## config.mk

```make
export PLATFORM = sky130hd
export DESIGN_NAME = sgpc_global_policy_ctrl
export DESIGN_NICKNAME = d
export VERILOG_FILES = /design/src/core/sgpc_pkg.sv /design/src/core/sgpc_reg_if.sv /design/src/core/sgpc_age_timer.sv /design/src/core/sgpc_apb_slave.sv /design/src/core/sgpc_global_policy_ctrl.sv
export SDC_FILE = /design/constraint.sdc
export NUM_CORES = 1
export LEC_CHECK = 0
export BUFFER_PORTS_ARGS = -buffer_cell sky130_fd_sc_hd__buf_2
export CAP_MARGIN = 20
export CORE_UTILIZATION = 36
export CTS_BUF_LIST = sky130_fd_sc_hd__clkbuf_8
export CTS_CLUSTER_SIZE = 25
export DETAILED_ROUTE_END_ITERATION = 12
export GPL_TIMING_DRIVEN = 0
export PLACE_DENSITY_LB_ADDON = 0.05
export SETUP_SLACK_MARGIN = 0.02
export SYNTH_ARGS = -nofsm -noshare
export SYNTH_HDL_FRONTEND = slang
export SYNTH_SLANG_ARGS = --single-unit
```

## constraint.sdc

```tcl
create_clock -name core_clk -period 4.4 [get_ports core_clk]
set_input_delay 0.66 -clock core_clk [delete_from_list [all_inputs] [get_ports core_clk]]
set_output_delay 0.66 -clock core_clk [all_outputs]
set_load 0.1 [all_outputs]
```

## src/core/sgpc_pkg.sv

```systemverilog
package sgpc_pkg;

  // ----------------------------------------------------------------
  // bus and register map
  // ----------------------------------------------------------------
  localparam int unsigned APB_AW       = 12;
  localparam int unsigned IDX_W        = APB_AW - 2;
  localparam int unsigned REG_W        = 8;
  localparam logic [IDX_W-1:0] FWD_POL_IDX = 10'h002;
  localparam logic [IDX_W-1:0] MAC_POL_IDX = 10'h003;
  localparam logic [REG_W-1:0] FWD_POL_RST  = 8'h00;
  localparam logic [REG_W-1:0] FWD_POL_MASK = 8'h03;
  localparam logic [REG_W-1:0] MAC_POL_RST  = 8'h04;

  // ----------------------------------------------------------------
  // field positions
  // ----------------------------------------------------------------
  localparam int unsigned FWD_FC_SEL_BIT  = 1;
  localparam int unsigned FWD_LNK_AGE_BIT = 0;
  localparam int unsigned MAC_PASS_BIT    = 7;
  localparam int unsigned MAC_TX_DIS_BIT  = 5;
  localparam int unsigned MAC_RX_DIS_BIT  = 4;
  localparam int unsigned MAC_LEN_CHK_BIT = 3;
  localparam int unsigned MAC_AGE_EN_BIT  = 2;
  localparam int unsigned MAC_FAST_BIT    = 1;
  localparam int unsigned MAC_BACKOFF_BIT = 0;

  // ----------------------------------------------------------------
  // frame matching
  // ----------------------------------------------------------------
  localparam logic [15:0] PAUSE_TYPE = 16'h8808;
  localparam logic [47:0] PAUSE_DA   = 48'h0180C2000001;
  localparam logic [15:0] LEN_LIMIT  = 16'h05DC;

  // ----------------------------------------------------------------
  // timing
  // ----------------------------------------------------------------
  localparam longint unsigned CLK_HZ       = 64'd100000000;
  localparam longint unsigned AGE_NORMAL_S = 64'd300;
  localparam longint unsigned AGE_SLACK_S  = 64'd75;
  localparam longint unsigned FAST_AGE_US  = 64'd800;
  localparam longint unsigned AGE_NORMAL_CYC_DFLT = (AGE_NORMAL_S + AGE_SLACK_S) * CLK_HZ;
  localparam longint unsigned FAST_AGE_CYC_DFLT   = (FAST_AGE_US * CLK_HZ) / 64'd1000000;
  localparam int unsigned     AGE_CNT_W           = 36;

  // ----------------------------------------------------------------
  // bus slave states
  // ----------------------------------------------------------------
  typedef enum logic [1:0] {
    APB_IDLE   = 2'h1,
    APB_ACCESS = 2'h2
  } sgpc_apb_st_e;

endpackage : sgpc_pkg

```

## src/core/sgpc_reg_if.sv

```systemverilog
`timescale 1ns/1ns
interface sgpc_reg_if;
  import sgpc_pkg::*;
  logic             wr_en;
  logic [IDX_W-1:0] idx;
  logic [REG_W-1:0] wdata;
  logic [REG_W-1:0] rdata;
  logic             hit;

  modport bus  (output wr_en, output idx, output wdata, input rdata, input hit);
  modport regs (input wr_en, input idx, input wdata, output rdata, output hit);
endinterface : sgpc_reg_if

```

## src/core/sgpc_age_timer.sv

```systemverilog
`timescale 1ns/1ns
module sgpc_age_timer
  import sgpc_pkg::*;
#(
  parameter int unsigned     CNT_W      = AGE_CNT_W,
  parameter longint unsigned NORMAL_CYC = AGE_NORMAL_CYC_DFLT,
  parameter longint unsigned FAST_CYC   = FAST_AGE_CYC_DFLT
) (
  input  wire logic core_clk,
  input  wire logic resetn,
  input  wire logic age_en,
  input  wire logic fast_age,
  input  wire logic trigger,
  output logic      age_tick,
  output logic      fast_active
);

  localparam logic [CNT_W-1:0] NORMAL_LIM = CNT_W'(NORMAL_CYC - 64'd1);
  localparam logic [CNT_W-1:0] FAST_LIM   = CNT_W'(FAST_CYC - 64'd1);

  if (NORMAL_CYC < 64'd1 || FAST_CYC < 64'd1 || (NORMAL_CYC >> CNT_W) != 64'd0) begin : g_bad
    $error("aging period does not fit the counter");
  end

  typedef struct packed {
    logic [CNT_W-1:0] cnt;
    logic             pend;
    logic             tick;
  } sgpc_age_s;

  sgpc_age_s        s_q;
  sgpc_age_s        s_d;
  logic [CNT_W-1:0] lim_w;

  assign lim_w = (fast_age || s_q.pend) ? FAST_LIM : NORMAL_LIM;

  always_comb begin
    s_d      = s_q;
    s_d.tick = 1'b0;
    if (!age_en) begin
      s_d.cnt  = '0;
      s_d.pend = 1'b0;
    end else begin
      if (s_q.cnt >= lim_w) begin
        s_d.cnt  = '0;
        s_d.tick = 1'b1;
        s_d.pend = 1'b0;
      end else begin
        s_d.cnt = s_q.cnt + CNT_W'(1);
      end
      // a new trigger wins over the pass that just ended
      if (trigger) begin
        s_d.pend = 1'b1;
        if (!s_q.pend) begin
          s_d.cnt = '0;
        end
      end
    end
  end

  always_ff @(posedge core_clk or negedge resetn) begin
    if (!resetn) begin
      s_q <= '{cnt: '0, pend: 1'b0, tick: 1'b0};
    end else begin
      s_q <= s_d;
    end
  end

  assign age_tick    = s_q.tick;
  assign fast_active = s_q.pend;

  property p_fast_done;
    @(posedge core_clk) disable iff (!resetn)
    (age_en && s_q.pend && s_q.cnt == FAST_LIM && !trigger) |=> (s_q.tick && !s_q.pend);
  endproperty
  a_fast_done: assert property (p_fast_done) else $error("fast pass did not end");

  property p_fast_period;
    @(posedge core_clk) disable iff (!resetn)
    (age_en && fast_age && s_q.cnt == FAST_LIM) |=> (s_q.tick && s_q.cnt == '0);
  endproperty
  a_fast_period: assert property (p_fast_period) else $error("fast period missed");

endmodule : sgpc_age_timer

```

## src/core/sgpc_apb_slave.sv

```systemverilog
`timescale 1ns/1ns
module sgpc_apb_slave
  import sgpc_pkg::*;
(
  input  wire logic              core_clk,
  input  wire logic              resetn,
  input  wire logic              psel,
  input  wire logic              penable,
  input  wire logic              pwrite,
  input  wire logic [APB_AW-1:0] paddr,
  input  wire logic [31:0]       pwdata,
  output logic [31:0]            prdata,
  output logic                   pready,
  output logic                   pslverr,
  sgpc_reg_if.bus                rif
);

  typedef struct packed {
    sgpc_apb_st_e st;
    logic         pready;
    logic [31:0]  prdata;
    logic         pslverr;
  } sgpc_apb_s;

  sgpc_apb_s s_q;
  sgpc_apb_s s_d;
  logic      ok_w;

  assign rif.idx   = paddr[APB_AW-1:2];
  assign rif.wdata = pwdata[REG_W-1:0];
  // misaligned addresses are refused like unmapped ones
  assign ok_w      = rif.hit && (paddr[1:0] == 2'h0);

  // ----------------------------------------------------------------
  // one wait-free access phase; read data is latched in setup
  // ----------------------------------------------------------------
  always_comb begin
    s_d       = s_q;
    rif.wr_en = 1'b0;
    case (s_q.st)
      APB_IDLE: begin
        s_d.pready  = 1'b0;
        s_d.pslverr = 1'b0;
        s_d.prdata  = 32'h0;
        if (psel && !penable) begin
          s_d.st      = APB_ACCESS;
          s_d.pready  = 1'b1;
          s_d.pslverr = !ok_w;
          s_d.prdata  = (pwrite || !ok_w) ? 32'h0 : {24'h0, rif.rdata};
        end
      end
      APB_ACCESS: begin
        rif.wr_en   = psel && penable && pwrite && ok_w;
        s_d.st      = APB_IDLE;
        s_d.pready  = 1'b0;
        s_d.pslverr = 1'b0;
        s_d.prdata  = 32'h0;
      end
      default: begin
        s_d.st = APB_IDLE;
      end
    endcase
  end

  always_ff @(posedge core_clk or negedge resetn) begin
    if (!resetn) begin
      s_q <= '{st: APB_IDLE, pready: 1'b0, prdata: 32'h0, pslverr: 1'b0};
    end else begin
      s_q <= s_d;
    end
  end

  assign prdata  = s_q.prdata;
  assign pready  = s_q.pready;
  assign pslverr = s_q.pslverr;

endmodule : sgpc_apb_slave

```

## src/core/sgpc_global_policy_ctrl.sv

```systemverilog
// Register access over APB was left to the implementer.
`timescale 1ns/1ns
module sgpc_global_policy_ctrl
  import sgpc_pkg::*;
#(
  parameter int unsigned     NPORTS         = 5,
  parameter longint unsigned AGE_NORMAL_CYC = AGE_NORMAL_CYC_DFLT,
  parameter longint unsigned FAST_AGE_CYC   = FAST_AGE_CYC_DFLT
) (
  input  wire logic              core_clk,
  input  wire logic              resetn,
  input  wire logic              psel,
  input  wire logic              penable,
  input  wire logic              pwrite,
  input  wire logic [APB_AW-1:0] paddr,
  input  wire logic [31:0]       pwdata,
  output logic [31:0]            prdata,
  output logic                   pready,
  output logic                   pslverr,
  input  wire logic              flow_control_strap_pin,
  input  wire logic              aging_strap_pin,
  input  wire logic              backoff_strap_pin,
  input  wire logic [NPORTS-1:0] port_link_up,
  input  wire logic [NPORTS-1:0] an_tx_pause,
  input  wire logic [NPORTS-1:0] an_rx_pause,
  input  wire logic              rx_valid,
  input  wire logic [15:0]       rx_type_len,
  input  wire logic [47:0]       rx_da,
  input  wire logic [15:0]       rx_len,
  input  wire logic              rx_is_pause,
  input  wire logic              rx_bad,
  output logic                   rx_result_valid,
  output logic                   rx_drop,
  output logic [NPORTS-1:0]      tx_fc_en,
  output logic [NPORTS-1:0]      rx_fc_en,
  output logic                   aggressive_backoff,
  output logic                   pass_all_frames,
  output logic                   age_tick,
  output logic                   fast_age_active,
  output logic                   table_flush
);

  if (NPORTS < 1 || NPORTS > 32) begin : g_bad
    $error("NPORTS out of range");
  end

  // ----------------------------------------------------------------
  // state
  // ----------------------------------------------------------------
  typedef struct packed {
    logic [REG_W-1:0]  fwd;
    logic [REG_W-1:0]  mac;
    logic              strap_done;
    logic [NPORTS-1:0] link_prev;
    logic [NPORTS-1:0] tx_fc;
    logic [NPORTS-1:0] rx_fc;
    logic              res_valid;
    logic              drop;
    logic              flush;
  } sgpc_top_s;

  sgpc_top_s         s_q;
  sgpc_top_s         s_d;
  sgpc_reg_if        rif ();
  logic [NPORTS-1:0] fall_w;
  logic [NPORTS-1:0] tx_fc_w;
  logic [NPORTS-1:0] rx_fc_w;
  logic              any_fall_w;
  logic              fast_trig_w;
  logic              fc_hit_w;
  logic              len_bad_w;
  logic              drop_w;

  // ----------------------------------------------------------------
  // register bus
  // ----------------------------------------------------------------
  sgpc_apb_slave u_apb (
    .core_clk (core_clk),
    .resetn   (resetn),
    .psel     (psel),
    .penable  (penable),
    .pwrite   (pwrite),
    .paddr    (paddr),
    .pwdata   (pwdata),
    .prdata   (prdata),
    .pready   (pready),
    .pslverr  (pslverr),
    .rif      (rif)
  );

  assign rif.hit   = (rif.idx == FWD_POL_IDX) || (rif.idx == MAC_POL_IDX);
  assign rif.rdata = (rif.idx == FWD_POL_IDX) ? s_q.fwd :
                     (rif.idx == MAC_POL_IDX) ? s_q.mac : 8'h00;

  // ----------------------------------------------------------------
  // per-port link loss and pause enables
  // ----------------------------------------------------------------
  for (genvar i = 0; i < NPORTS; i++) begin : g_port
    assign fall_w[i]  = s_q.link_prev[i] && !port_link_up[i];
    assign tx_fc_w[i] = an_tx_pause[i] && !s_q.mac[MAC_TX_DIS_BIT];
    assign rx_fc_w[i] = an_rx_pause[i] && !s_q.mac[MAC_RX_DIS_BIT];
  end

  assign any_fall_w  = |fall_w;
  assign fast_trig_w = any_fall_w && s_q.fwd[FWD_LNK_AGE_BIT];

  // ----------------------------------------------------------------
  // frame filter
  // ----------------------------------------------------------------
  // the loose match also eats non-pause MAC control frames; that is intended
  assign fc_hit_w  = s_q.fwd[FWD_FC_SEL_BIT] ?
                     ((rx_type_len == PAUSE_TYPE) || (rx_da == PAUSE_DA)) :
                     rx_is_pause;
  assign len_bad_w = s_q.mac[MAC_LEN_CHK_BIT] && (rx_type_len < LEN_LIMIT) &&
                     (rx_type_len != rx_len);
  // debug pass-all overrides every drop reason
  assign drop_w    = !s_q.mac[MAC_PASS_BIT] && (fc_hit_w || len_bad_w || rx_bad);

  // ----------------------------------------------------------------
  // next state
  // ----------------------------------------------------------------
  always_comb begin
    s_d           = s_q;
    s_d.link_prev = port_link_up;
    s_d.tx_fc     = tx_fc_w;
    s_d.rx_fc     = rx_fc_w;
    s_d.res_valid = rx_valid;
    s_d.drop      = rx_valid && drop_w;
    s_d.flush     = any_fall_w && s_q.mac[MAC_AGE_EN_BIT];
    if (!s_q.strap_done) begin
      s_d.strap_done                = 1'b1;
      s_d.mac[MAC_TX_DIS_BIT]       = flow_control_strap_pin;
      s_d.mac[MAC_RX_DIS_BIT]       = flow_control_strap_pin;
      s_d.mac[MAC_AGE_EN_BIT]       = aging_strap_pin;
      s_d.mac[MAC_BACKOFF_BIT]      = backoff_strap_pin;
    end else if (rif.wr_en) begin
      if (rif.idx == FWD_POL_IDX) begin
        s_d.fwd = rif.wdata & FWD_POL_MASK;
      end else if (rif.idx == MAC_POL_IDX) begin
        s_d.mac = rif.wdata;
      end
    end
  end

  always_ff @(posedge core_clk or negedge resetn) begin
    if (!resetn) begin
      s_q <= '{fwd: FWD_POL_RST, mac: MAC_POL_RST, strap_done: 1'b0,
               link_prev: '0, tx_fc: '0, rx_fc: '0,
               res_valid: 1'b0, drop: 1'b0, flush: 1'b0};
    end else begin
      s_q <= s_d;
    end
  end

  // ----------------------------------------------------------------
  // aging timer
  // ----------------------------------------------------------------
  sgpc_age_timer #(
    .CNT_W      (AGE_CNT_W),
    .NORMAL_CYC (AGE_NORMAL_CYC),
    .FAST_CYC   (FAST_AGE_CYC)
  ) u_age (
    .core_clk    (core_clk),
    .resetn      (resetn),
    .age_en      (s_q.mac[MAC_AGE_EN_BIT]),
    .fast_age    (s_q.mac[MAC_FAST_BIT]),
    .trigger     (fast_trig_w),
    .age_tick    (age_tick),
    .fast_active (fast_age_active)
  );

  assign rx_result_valid    = s_q.res_valid;
  assign rx_drop            = s_q.drop;
  assign tx_fc_en           = s_q.tx_fc;
  assign rx_fc_en           = s_q.rx_fc;
  assign aggressive_backoff = s_q.mac[MAC_BACKOFF_BIT];
  assign pass_all_frames    = s_q.mac[MAC_PASS_BIT];
  assign table_flush        = s_q.flush;

  // ----------------------------------------------------------------
  // checks
  // ----------------------------------------------------------------
  property p_fc_loose;
    @(posedge core_clk) disable iff (!resetn)
    (rx_valid && s_q.fwd[FWD_FC_SEL_BIT] && !s_q.mac[MAC_PASS_BIT] &&
     (rx_type_len == PAUSE_TYPE || rx_da == PAUSE_DA)) |=> (rx_result_valid && rx_drop);
  endproperty
  a_fc_loose: assert property (p_fc_loose) else $error("control frame not dropped");

  property p_fc_strict;
    @(posedge core_clk) disable iff (!resetn)
    (rx_valid && !s_q.fwd[FWD_FC_SEL_BIT] && !rx_is_pause && !rx_bad &&
     !s_q.mac[MAC_LEN_CHK_BIT]) |=> (rx_result_valid && !rx_drop);
  endproperty
  a_fc_strict: assert property (p_fc_strict) else $error("non-pause frame dropped");

  property p_link_fast;
    @(posedge core_clk) disable iff (!resetn)
    (s_q.strap_done && any_fall_w && s_q.fwd[FWD_LNK_AGE_BIT] && s_q.mac[MAC_AGE_EN_BIT])
    |=> fast_age_active;
  endproperty
  a_link_fast: assert property (p_link_fast) else $error("link loss gave no fast aging");

  property p_flush;
    @(posedge core_clk) disable iff (!resetn)
    (any_fall_w && s_q.mac[MAC_AGE_EN_BIT]) |=>
      table_flush ##1 (table_flush == $past(any_fall_w && s_q.mac[MAC_AGE_EN_BIT]));
  endproperty
  a_flush: assert property (p_flush) else $error("table flush missing");

  property p_pass_all;
    @(posedge core_clk) disable iff (!resetn)
    (rx_valid && s_q.mac[MAC_PASS_BIT]) |=> (rx_result_valid && !rx_drop);
  endproperty
  a_pass_all: assert property (p_pass_all) else $error("frame dropped in pass-all");

  property p_tx_fc;
    @(posedge core_clk) disable iff (!resetn)
    s_q.mac[MAC_TX_DIS_BIT] ##1 s_q.mac[MAC_TX_DIS_BIT] |-> (tx_fc_en == '0);
  endproperty
  a_tx_fc: assert property (p_tx_fc) else $error("tx pause enabled while disabled");

  property p_rx_fc;
    @(posedge core_clk) disable iff (!resetn)
    !s_q.mac[MAC_RX_DIS_BIT] |=> (rx_fc_en == $past(an_rx_pause));
  endproperty
  a_rx_fc: assert property (p_rx_fc) else $error("rx pause not following result");

  property p_fc_strap;
    @(posedge core_clk) disable iff (!resetn)
    $rose(s_q.strap_done) |-> (s_q.mac[MAC_TX_DIS_BIT] == $past(flow_control_strap_pin) &&
                               s_q.mac[MAC_RX_DIS_BIT] == $past(flow_control_strap_pin));
  endproperty
  a_fc_strap: assert property (p_fc_strap) else $error("pause defaults not strapped");

  property p_len_chk;
    @(posedge core_clk) disable iff (!resetn)
    (rx_valid && s_q.mac[MAC_LEN_CHK_BIT] && !s_q.mac[MAC_PASS_BIT] &&
     rx_type_len < LEN_LIMIT && rx_type_len != rx_len) |=> rx_drop;
  endproperty
  a_len_chk: assert property (p_len_chk) else $error("length mismatch not dropped");

  property p_age_off;
    @(posedge core_clk) disable iff (!resetn)
    (!s_q.mac[MAC_AGE_EN_BIT] && s_q.strap_done) [*2] |-> (!age_tick && !table_flush);
  endproperty
  a_age_off: assert property (p_age_off) else $error("aging while disabled");

  property p_age_strap;
    @(posedge core_clk) disable iff (!resetn)
    $rose(s_q.strap_done) |-> (s_q.mac[MAC_AGE_EN_BIT] == $past(aging_strap_pin));
  endproperty
  a_age_strap: assert property (p_age_strap) else $error("aging default not strapped");

  property p_backoff;
    @(posedge core_clk) disable iff (!resetn)
    $rose(s_q.strap_done) |-> (aggressive_backoff == $past(backoff_strap_pin));
  endproperty
  a_backoff: assert property (p_backoff) else $error("back-off default not strapped");

  property p_sw_write;
    @(posedge core_clk) disable iff (!resetn)
    (s_q.strap_done && rif.wr_en && rif.idx == MAC_POL_IDX) |=>
      (s_q.mac == $past(rif.wdata) ##1 s_q.strap_done);
  endproperty
  a_sw_write: assert property (p_sw_write) else $error("write did not take effect");

  // ----------------------------------------------------------------
  // bus checks
  // ----------------------------------------------------------------
  property p_apb_ready;
    @(posedge core_clk) disable iff (!resetn)
    (psel && !penable && !pready) |=> pready;
  endproperty
  a_apb_ready: assert property (p_apb_ready) else $error("setup not answered");

  property p_apb_once;
    @(posedge core_clk) disable iff (!resetn)
    pready |=> !pready;
  endproperty
  a_apb_once: assert property (p_apb_once) else $error("ready held too long");

  // unmapped or misaligned: error, zero data, nothing written
  property p_apb_err;
    @(posedge core_clk) disable iff (!resetn)
    (psel && !penable && !pready && !(rif.hit && paddr[1:0] == 2'h0)) |=>
      (pready && pslverr && prdata == 32'h0);
  endproperty
  a_apb_err: assert property (p_apb_err) else $error("bad address not refused");

  property p_rd_mac;
    @(posedge core_clk) disable iff (!resetn)
    (psel && !penable && !pwrite && !pready && paddr == {MAC_POL_IDX, 2'h0}) |=>
      (prdata == {24'h0, $past(s_q.mac)});
  endproperty
  a_rd_mac: assert property (p_rd_mac) else $error("mac policy read wrong");

  property p_fwd_wr;
    @(posedge core_clk) disable iff (!resetn)
    (s_q.strap_done && rif.wr_en && rif.idx == FWD_POL_IDX) |=>
      (s_q.fwd == ($past(rif.wdata) & FWD_POL_MASK));
  endproperty
  a_fwd_wr: assert property (p_fwd_wr) else $error("forwarding write lost");

  // ----------------------------------------------------------------
  // pause, frame and aging checks
  // ----------------------------------------------------------------
  property p_tx_on;
    @(posedge core_clk) disable iff (!resetn)
    !s_q.mac[MAC_TX_DIS_BIT] |=> (tx_fc_en == $past(an_tx_pause));
  endproperty
  a_tx_on: assert property (p_tx_on) else $error("tx pause not following result");

  property p_rx_off;
    @(posedge core_clk) disable iff (!resetn)
    s_q.mac[MAC_RX_DIS_BIT] |=> (rx_fc_en == '0);
  endproperty
  a_rx_off: assert property (p_rx_off) else $error("rx pause on while disabled");

  property p_pause_drop;
    @(posedge core_clk) disable iff (!resetn)
    (rx_valid && !s_q.fwd[FWD_FC_SEL_BIT] && rx_is_pause &&
     !s_q.mac[MAC_PASS_BIT]) |=> rx_drop;
  endproperty
  a_pause_drop: assert property (p_pause_drop) else $error("pause frame kept");

  property p_bad_drop;
    @(posedge core_clk) disable iff (!resetn)
    (rx_valid && rx_bad && !s_q.mac[MAC_PASS_BIT]) |=> rx_drop;
  endproperty
  a_bad_drop: assert property (p_bad_drop) else $error("errored frame kept");

  // a result only ever answers a frame of the cycle before
  property p_no_frame;
    @(posedge core_clk) disable iff (!resetn)
    !rx_valid |=> (!rx_result_valid && !rx_drop);
  endproperty
  a_no_frame: assert property (p_no_frame) else $error("result without a frame");

  property p_fast_end;
    @(posedge core_clk) disable iff (!resetn)
    ($fell(fast_age_active) && $past(s_q.mac[MAC_AGE_EN_BIT])) |-> age_tick;
  endproperty
  a_fast_end: assert property (p_fast_end) else $error("fast pass ended without tick");

endmodule : sgpc_global_policy_ctrl

```

==> impl_metrics.ini, run 1 <==
[outcome]
status = finished, final reports clean

[worst_setup_path]
r2r-start = u_age.fast_active
cp.required_ns = 4.68
r2r_slack_ns = 1.40
startpoint = u_age.fast_active
r2r_end = u_age.s_q[12]
path_class = reg2reg
worstPathArrival_ns = 3.28
crit_path_end_kind = register
reg2reg_depth = 8
cp_max_fo = 15
startpoint_type = register

[final_layout]
multi_input_area_um2 = 2430
seq_area_um2 = 1979
drive_gt1_share_pct = 40.00
design_area_um2 = 6108
syn_to_final_growth_pct = 26.97
nets = 825
fin_cells = 832
n_fill_cell = 1270
antennaDiodeCount = 0

[placement]
port_buffers = 152
pre_cts_ws_ns = 1.380
gp_routability_congestion = 0.8297
dp.cells = 816
place_hpwl_um = 9324
placed_cell_area_um2 = 5903

[routing]
dr_wl_met3_um = 595
maxUsedRoutingLayer = met4
drtIter0Drc = 156
drcViolationCount = 0
vias_per_cell = 4.809
first_pass_iters = 5
ant_nets = 0
m1WireLength_um = 5097
wl_per_cell_um = 14.43
wl_met2_um = 5935
routed_wirelength_um = 12000
vias = 4001

[synthesis]
synth_enable_flop_cells = 0
yosysUniqueCellTypes = 53
synth_area_leader_cell = dfrtp_1
avgSynthCellArea_um2 = 10.28
ys_warn_count = 0
seq_area_frac_synth_pct = 41.14
yosys_most_used_dff = dfrtp_1
yosys-top-cells-area = dfrtp_1 (40%), buf_4 (7.0%), nor3_2 (5.8%)
yosysTopAreaCellShare_pct = 40.05
async_flop_share_pct = 100.0
synth_commonest_cells = dfrtp_1 (77), buf_4 (45), nor3_2 (28), xnor2_1 (28), nand2_1 (27)
synth.most_common_cell = dfrtp_1
syn_inst = 468
synth-seq-cells = 79
synth_area_um2 = 4811

[sta]
finalSetupViolCount = 0
rsz0062_at_grt = no
worst_slack_ns = 1.400
fin_crit_ns = 3.000
maxSlewViolCount = 0
hold_violations = 0
relSlewSlack_pct = 58.40
fin_worst_skew_ns = 0.009812
setup_tns_ns = 0
tightest_slew_ns = 0.6175
min_period_over_period_pct = 68.18
max_freq_mhz = 333.4

[clocking]
tritoncts = yes
cts_htree_levels = 3
clockRootBuffer = clkbuf_8
cts.path.max_buffers = 2
cts_resized = 0
cts_setup_buffers = 0
cts_sinks = 79
cts_hold_buf = 0
numCtsBuffers = 9
worstSkewPairLatency_ns = 0.36
clkSlewWorstSetupHoldPaths_ns = 0.09

[power_and_ir_drop]
p_per_area_nw_per_um2 = 302.5
p_leak_nw = 3.053
ir_drop_mv = 0.1876

[min_path]
hp-class = in2async

[grt]
grt_pass1_wl_um = 19800
grt.overflow.total = 0
grt_antenna_before_repair = 0
grt_pass1_vias = 4167
grt_max_degree = 65
track_usage_pct = 17.98

[floorplanning]
row_count = 41
die_area_um2 = 13830
die_h_um = 117.6
initial_core_util_pct = 37.51
core_area_um2 = 12820
die_w_um = 117.6
io_pins = 201

[run]
maxCapViolCount = 0
critical path: stages (launching register included):
cell       delay, ns
dfrtp_1         0.43
or2_2           0.46
ha_1            0.35
a2111oi_0       0.42
o221ai_1        0.28
a221oi_4        0.37
o211ai_4        0.22
buf_6           0.22
nor3_2          0.15
flip-flops by register name (all words and copies together) (netlist names):
register	flops
u_apb.pslverr	1
u_apb.pready	1
u_apb.s_q	2
pass_all_frames	1
aggressive_backoff	1
table_flush	1
u_apb.prdata	8
u_age.age_tick	1
rx_drop	1
s_q	14
u_age.fast_active	1
tx_fc_en	5
u_age.s_q	36
rx_fc_en	5
rx_result_valid	1
metrics by stage:
step                utilization [%]  power (mW)  hold slack (ns)
finish                        47.63       1.848           0.1544
floorplan                         -       1.156           0.3644
detailed placement            46.03       1.297           0.4619
global placement              45.80       1.288           0.4660
CTS                           47.63       1.880           0.1389
global route                  47.63       1.936           0.1475
where the power goes:
part | total [mW] | switching (mW) | internal [mW]
registers | 0.788 | 0.0223 | 0.766
clock network | 0.569 | 0.290 | 0.280
logic | 0.490 | 0.351 | 0.139
kinds of logic after synthesis:
kind of cell	Yosys count	synth area share, %
xor+xnor	44	8.010
buf+inv	78	10.14
mux	9	2.029
fa+ha+maj	20	5.202
compound gates	55	8.895
flops	79	41.14
other cells	2	0.1561
simple gates	181	24.42
per-layer routing:
layer	track usage, %	vias up
li1	-	1991
met2	30.92	115
met3	4.845	22
met5	0	-
met1	20.76	1873
met4	8.173	0
how the worst max path moves through the flow:
stage                     to  slack (ns)  cells after the start
3_5_place_dp    u_age.s_q[5]        1.38                      8
4_1_cts         u_age.s_q[5]        1.35                      8
5_1_grt         u_age.s_q[9]        1.09                      8
3_3_place_gp    u_age.s_q[4]        1.44                      8
6_report       u_age.s_q[12]        1.40                      8
2_1_floorplan  u_age.s_q[12]        1.24                      8
area by class of cell:
type | instances | share of cell area (%)
Clock buffer | 10 | 2.253
Sequential cell | 79 | 32.40
Multi-Input combinational cell | 334 | 39.78
Buffer | 58 | 6.760
Timing Repair Buffer | 153 | 12.95
Inverter | 20 | 1.229
Tap cell | 172 | 3.523
Clock inverter | 6 | 1.106
cell usage in the layout (no fill, tap or decap), drive strengths merged, types with 4 or more instances in the layout:
cell,Yosys,layout
nand2,27,27
clkbuf,6,16
mux2,6,6
nand4,21,21
nor4b,7,7
and4,4,4
a211oi,8,8
a22o,7,7
dfrtp,77,77
conb,2,25
ha,20,20
or3,7,7
xnor2,28,28
xor2,16,16
nor4,14,14
nor2,11,11
buf,52,205
nor2b,11,11
nand3,11,11
o21ai,11,11
a31oi,6,6
inv,20,21
and3,9,9
nand2b,5,5
nor3,39,39
Power figures use the tool's default switching activity.
==> inputs of run 2 (changes only) <==
- ABC_AREA: not set -> 1
- clock period: 4.4 -> 2.5 ns (I/O delays scaled with it)
==> impl_metrics.ini, run 2 <==
[worst_setup_path]
critical-path-slowest-cell = dfrtp_4
reg2reg_depth = 14
critical_path_buf_inv_count = 5
startpoint_type = register
r2r_end = u_age.s_q[29]
path_class = reg2reg
max_stage_delay_ns = 0.51
worstPathArrival_ns = 2.66
crit_chain = nor2_4, clkinv_4, buf_4, buf_4, ha_1, nand3_1, nor2_1, nand3_2, nor2_4, nor2_4, nand3_4, buf_8, clkbuf_16, nor2_1
path_common_cell = nor2_4
cp.required_ns = 2.75
r2r-start = u_age.fast_active
cp_max_fo = 5
startpoint = u_age.fast_active
r2r_slack_ns = 0.09
path_delay_family = simple AND/OR/NAND/NOR gates
crit_path_end_kind = register

[routing]
ant_nets = 0
wl_per_cell_um = 12.18
routed_wirelength_um = 14060
drtIter0Drc = 278
drcViolationCount = 0
first_pass_iters = 4
vias = 5036
vias_per_cell = 4.364

[sta]
min_period_over_period_pct = 96.41
tightest_slew_ns = 0.5374
fin_crit_ns = 2.410
relSlewSlack_pct = 63.90
hold_violations = 0
timing.hold.ws_ns = 0.1354
max_freq_mhz = 414.9
worst_slack_ns = 0.08987
rsz0062_at_grt = yes
maxSlewViolCount = 0
fin_worst_skew_ns = 0.01258
finalSetupViolCount = 0

[synthesis]
synth_commonest_cells = nand2_1 (199), nor2_1 (138), inv_1 (116)
yosysTopAreaCellShare_pct = 35.90
synth_area_leader_cell = dfrtp_1
seq_area_frac_synth_pct = 36.88
async_flop_share_pct = 100.0
ys_warn_count = 0
yosysUniqueCellTypes = 38
avgSynthCellArea_um2 = 7.007
syn_inst = 766
synth_enable_flop_cells = 0
yosys_most_used_dff = dfrtp_1
synth.most_common_cell = nand2_1
synth_area_um2 = 5368
yosys-top-cells-area = dfrtp_1 (36%), nand2_1 (14%), nor2_1 (9.7%)
synth-seq-cells = 79

[floorplanning]
die_h_um = 124.1
die_area_um2 = 15400
core_area_um2 = 14530
initial_core_util_pct = 36.93
die_w_um = 124.1
io_pins = 201
row_count = 44

[grt]
grt_pass1_wl_um = 22750
grt.overflow.total = 0
grt_pass1_vias = 4685
grt_antenna_before_repair = 0
track_usage_pct = 19.39
grt_max_degree = 52

[final_layout]
largest_reg_flops = 36
seq_area_um2 = 1983
antennaDiodeCount = 0
drive_gt1_share_pct = 27.63
final_cell_mix = nand2_1 (197), buf_2 (152), nor2_1 (125)
n_fill_cell = 1543
fin_cells = 1154
regMostFlops = u_age.s_q
multi_input_area_um2 = 2848
syn_to_final_growth_pct = 30.54
final_common_cell = nand2_1
nets = 1136

[min_path]
hp-class = in2reg
holdPathStages = 1
min_from = port_link_up[1]
hold_end = s_q[14]

[clocking]
worstSkewPairLatency_ns = 0.36
tritoncts = yes
numCtsBuffers = 9
clkSlewWorstSetupHoldPaths_ns = 0.08
clockRootBuffer = clkbuf_8
cts.path.max_buffers = 2
cts_htree_levels = 3
cts_sinks = 79

[power_and_ir_drop]
p_per_area_nw_per_um2 = 465.4
ir_drop_mv = 0.4585
p_leak_nw = 3.824
power.total_mw = 3.261

[placement]
pre_cts_ws_ns = -0.2777
dp.cells = 1126
place_hpwl_um = 11070
gp_routability_congestion = 0.8259
port_buffers = 152

[outcome]
status = finished, final reports clean

[run]
maxCapViolCount = 0
-- run 2: repair_timing --
action / in CTS / in global routing
endpoints found under the setup margin: 29 / 20
hold buffers: 1 / 0
setup buffers: 1 / 10
hold endpoints to repair: 28 / 0
pin swaps: 1 / 11
gates cloned: 0 / 1
resized for setup: 4 / 39
-- run 2: cell type report --
| type | count | area share [%] |
|---|---|---|
| buffer | 47 | 5.232 |
| tap | 184 | 3.286 |
| sequential | 79 | 28.30 |
| clock buffer | 11 | 2.161 |
| multi-input combinational | 547 | 40.64 |
| timing repair buffer | 166 | 13.43 |
| inverter | 116 | 6.286 |
| clock inverter | 4 | 0.6607 |
-- run 2: logic make-up (layout without fill, tap and decap cells) --
kind of cell,Yosys count,after routing,share of synthesized area (%)
xor gates and xnor gates,33,33,5.385
DFF,79,79,36.88
buffers and inverters,163,344,14.66
AOI/OAI and AO/OA,34,34,3.473
other,2,25,0.1399
and+or+nand+nor,435,435,34.80
adders and majority gates,20,20,4.662
-- run 2: per-layer routing --
layer	routed length [um]	global-route usage [%]	part of all wire, %
met4	280	6.622	2.0
met2	6408	31.32	46
met3	684	2.976	4.9
met5	0	0	0
met1	6686	26.30	48
-- run 2: report_power, final --
group          internal, mW  total [mW]  switching, mW
logic                 0.256       0.901          0.646
clock network         0.506       0.980          0.475
registers              1.34        1.38         0.0391
-- run 2: worst max-delay path by stage --
stage                          endpoint  depth (start not counted)
after CTS                 u_age.s_q[32]                         12
after global routing      u_age.s_q[30]                         15
final                     u_age.s_q[29]                         14
after floorplan           u_age.s_q[21]                         14
after detailed placement  u_age.s_q[22]                         12
after global placement    u_age.s_q[32]                         12
-- run 2: per-stage QoR --
stage	cell area, um^2	util (%)	setup TNS (ns)
after detailed placement	6481	44.59	-6.099
after global placement	6451	44.39	-6.458
after floorplan	5460	-	0
after CTS	6711	46.18	0
final	7007	48.21	0
after global routing	7007	48.21	-0.1775
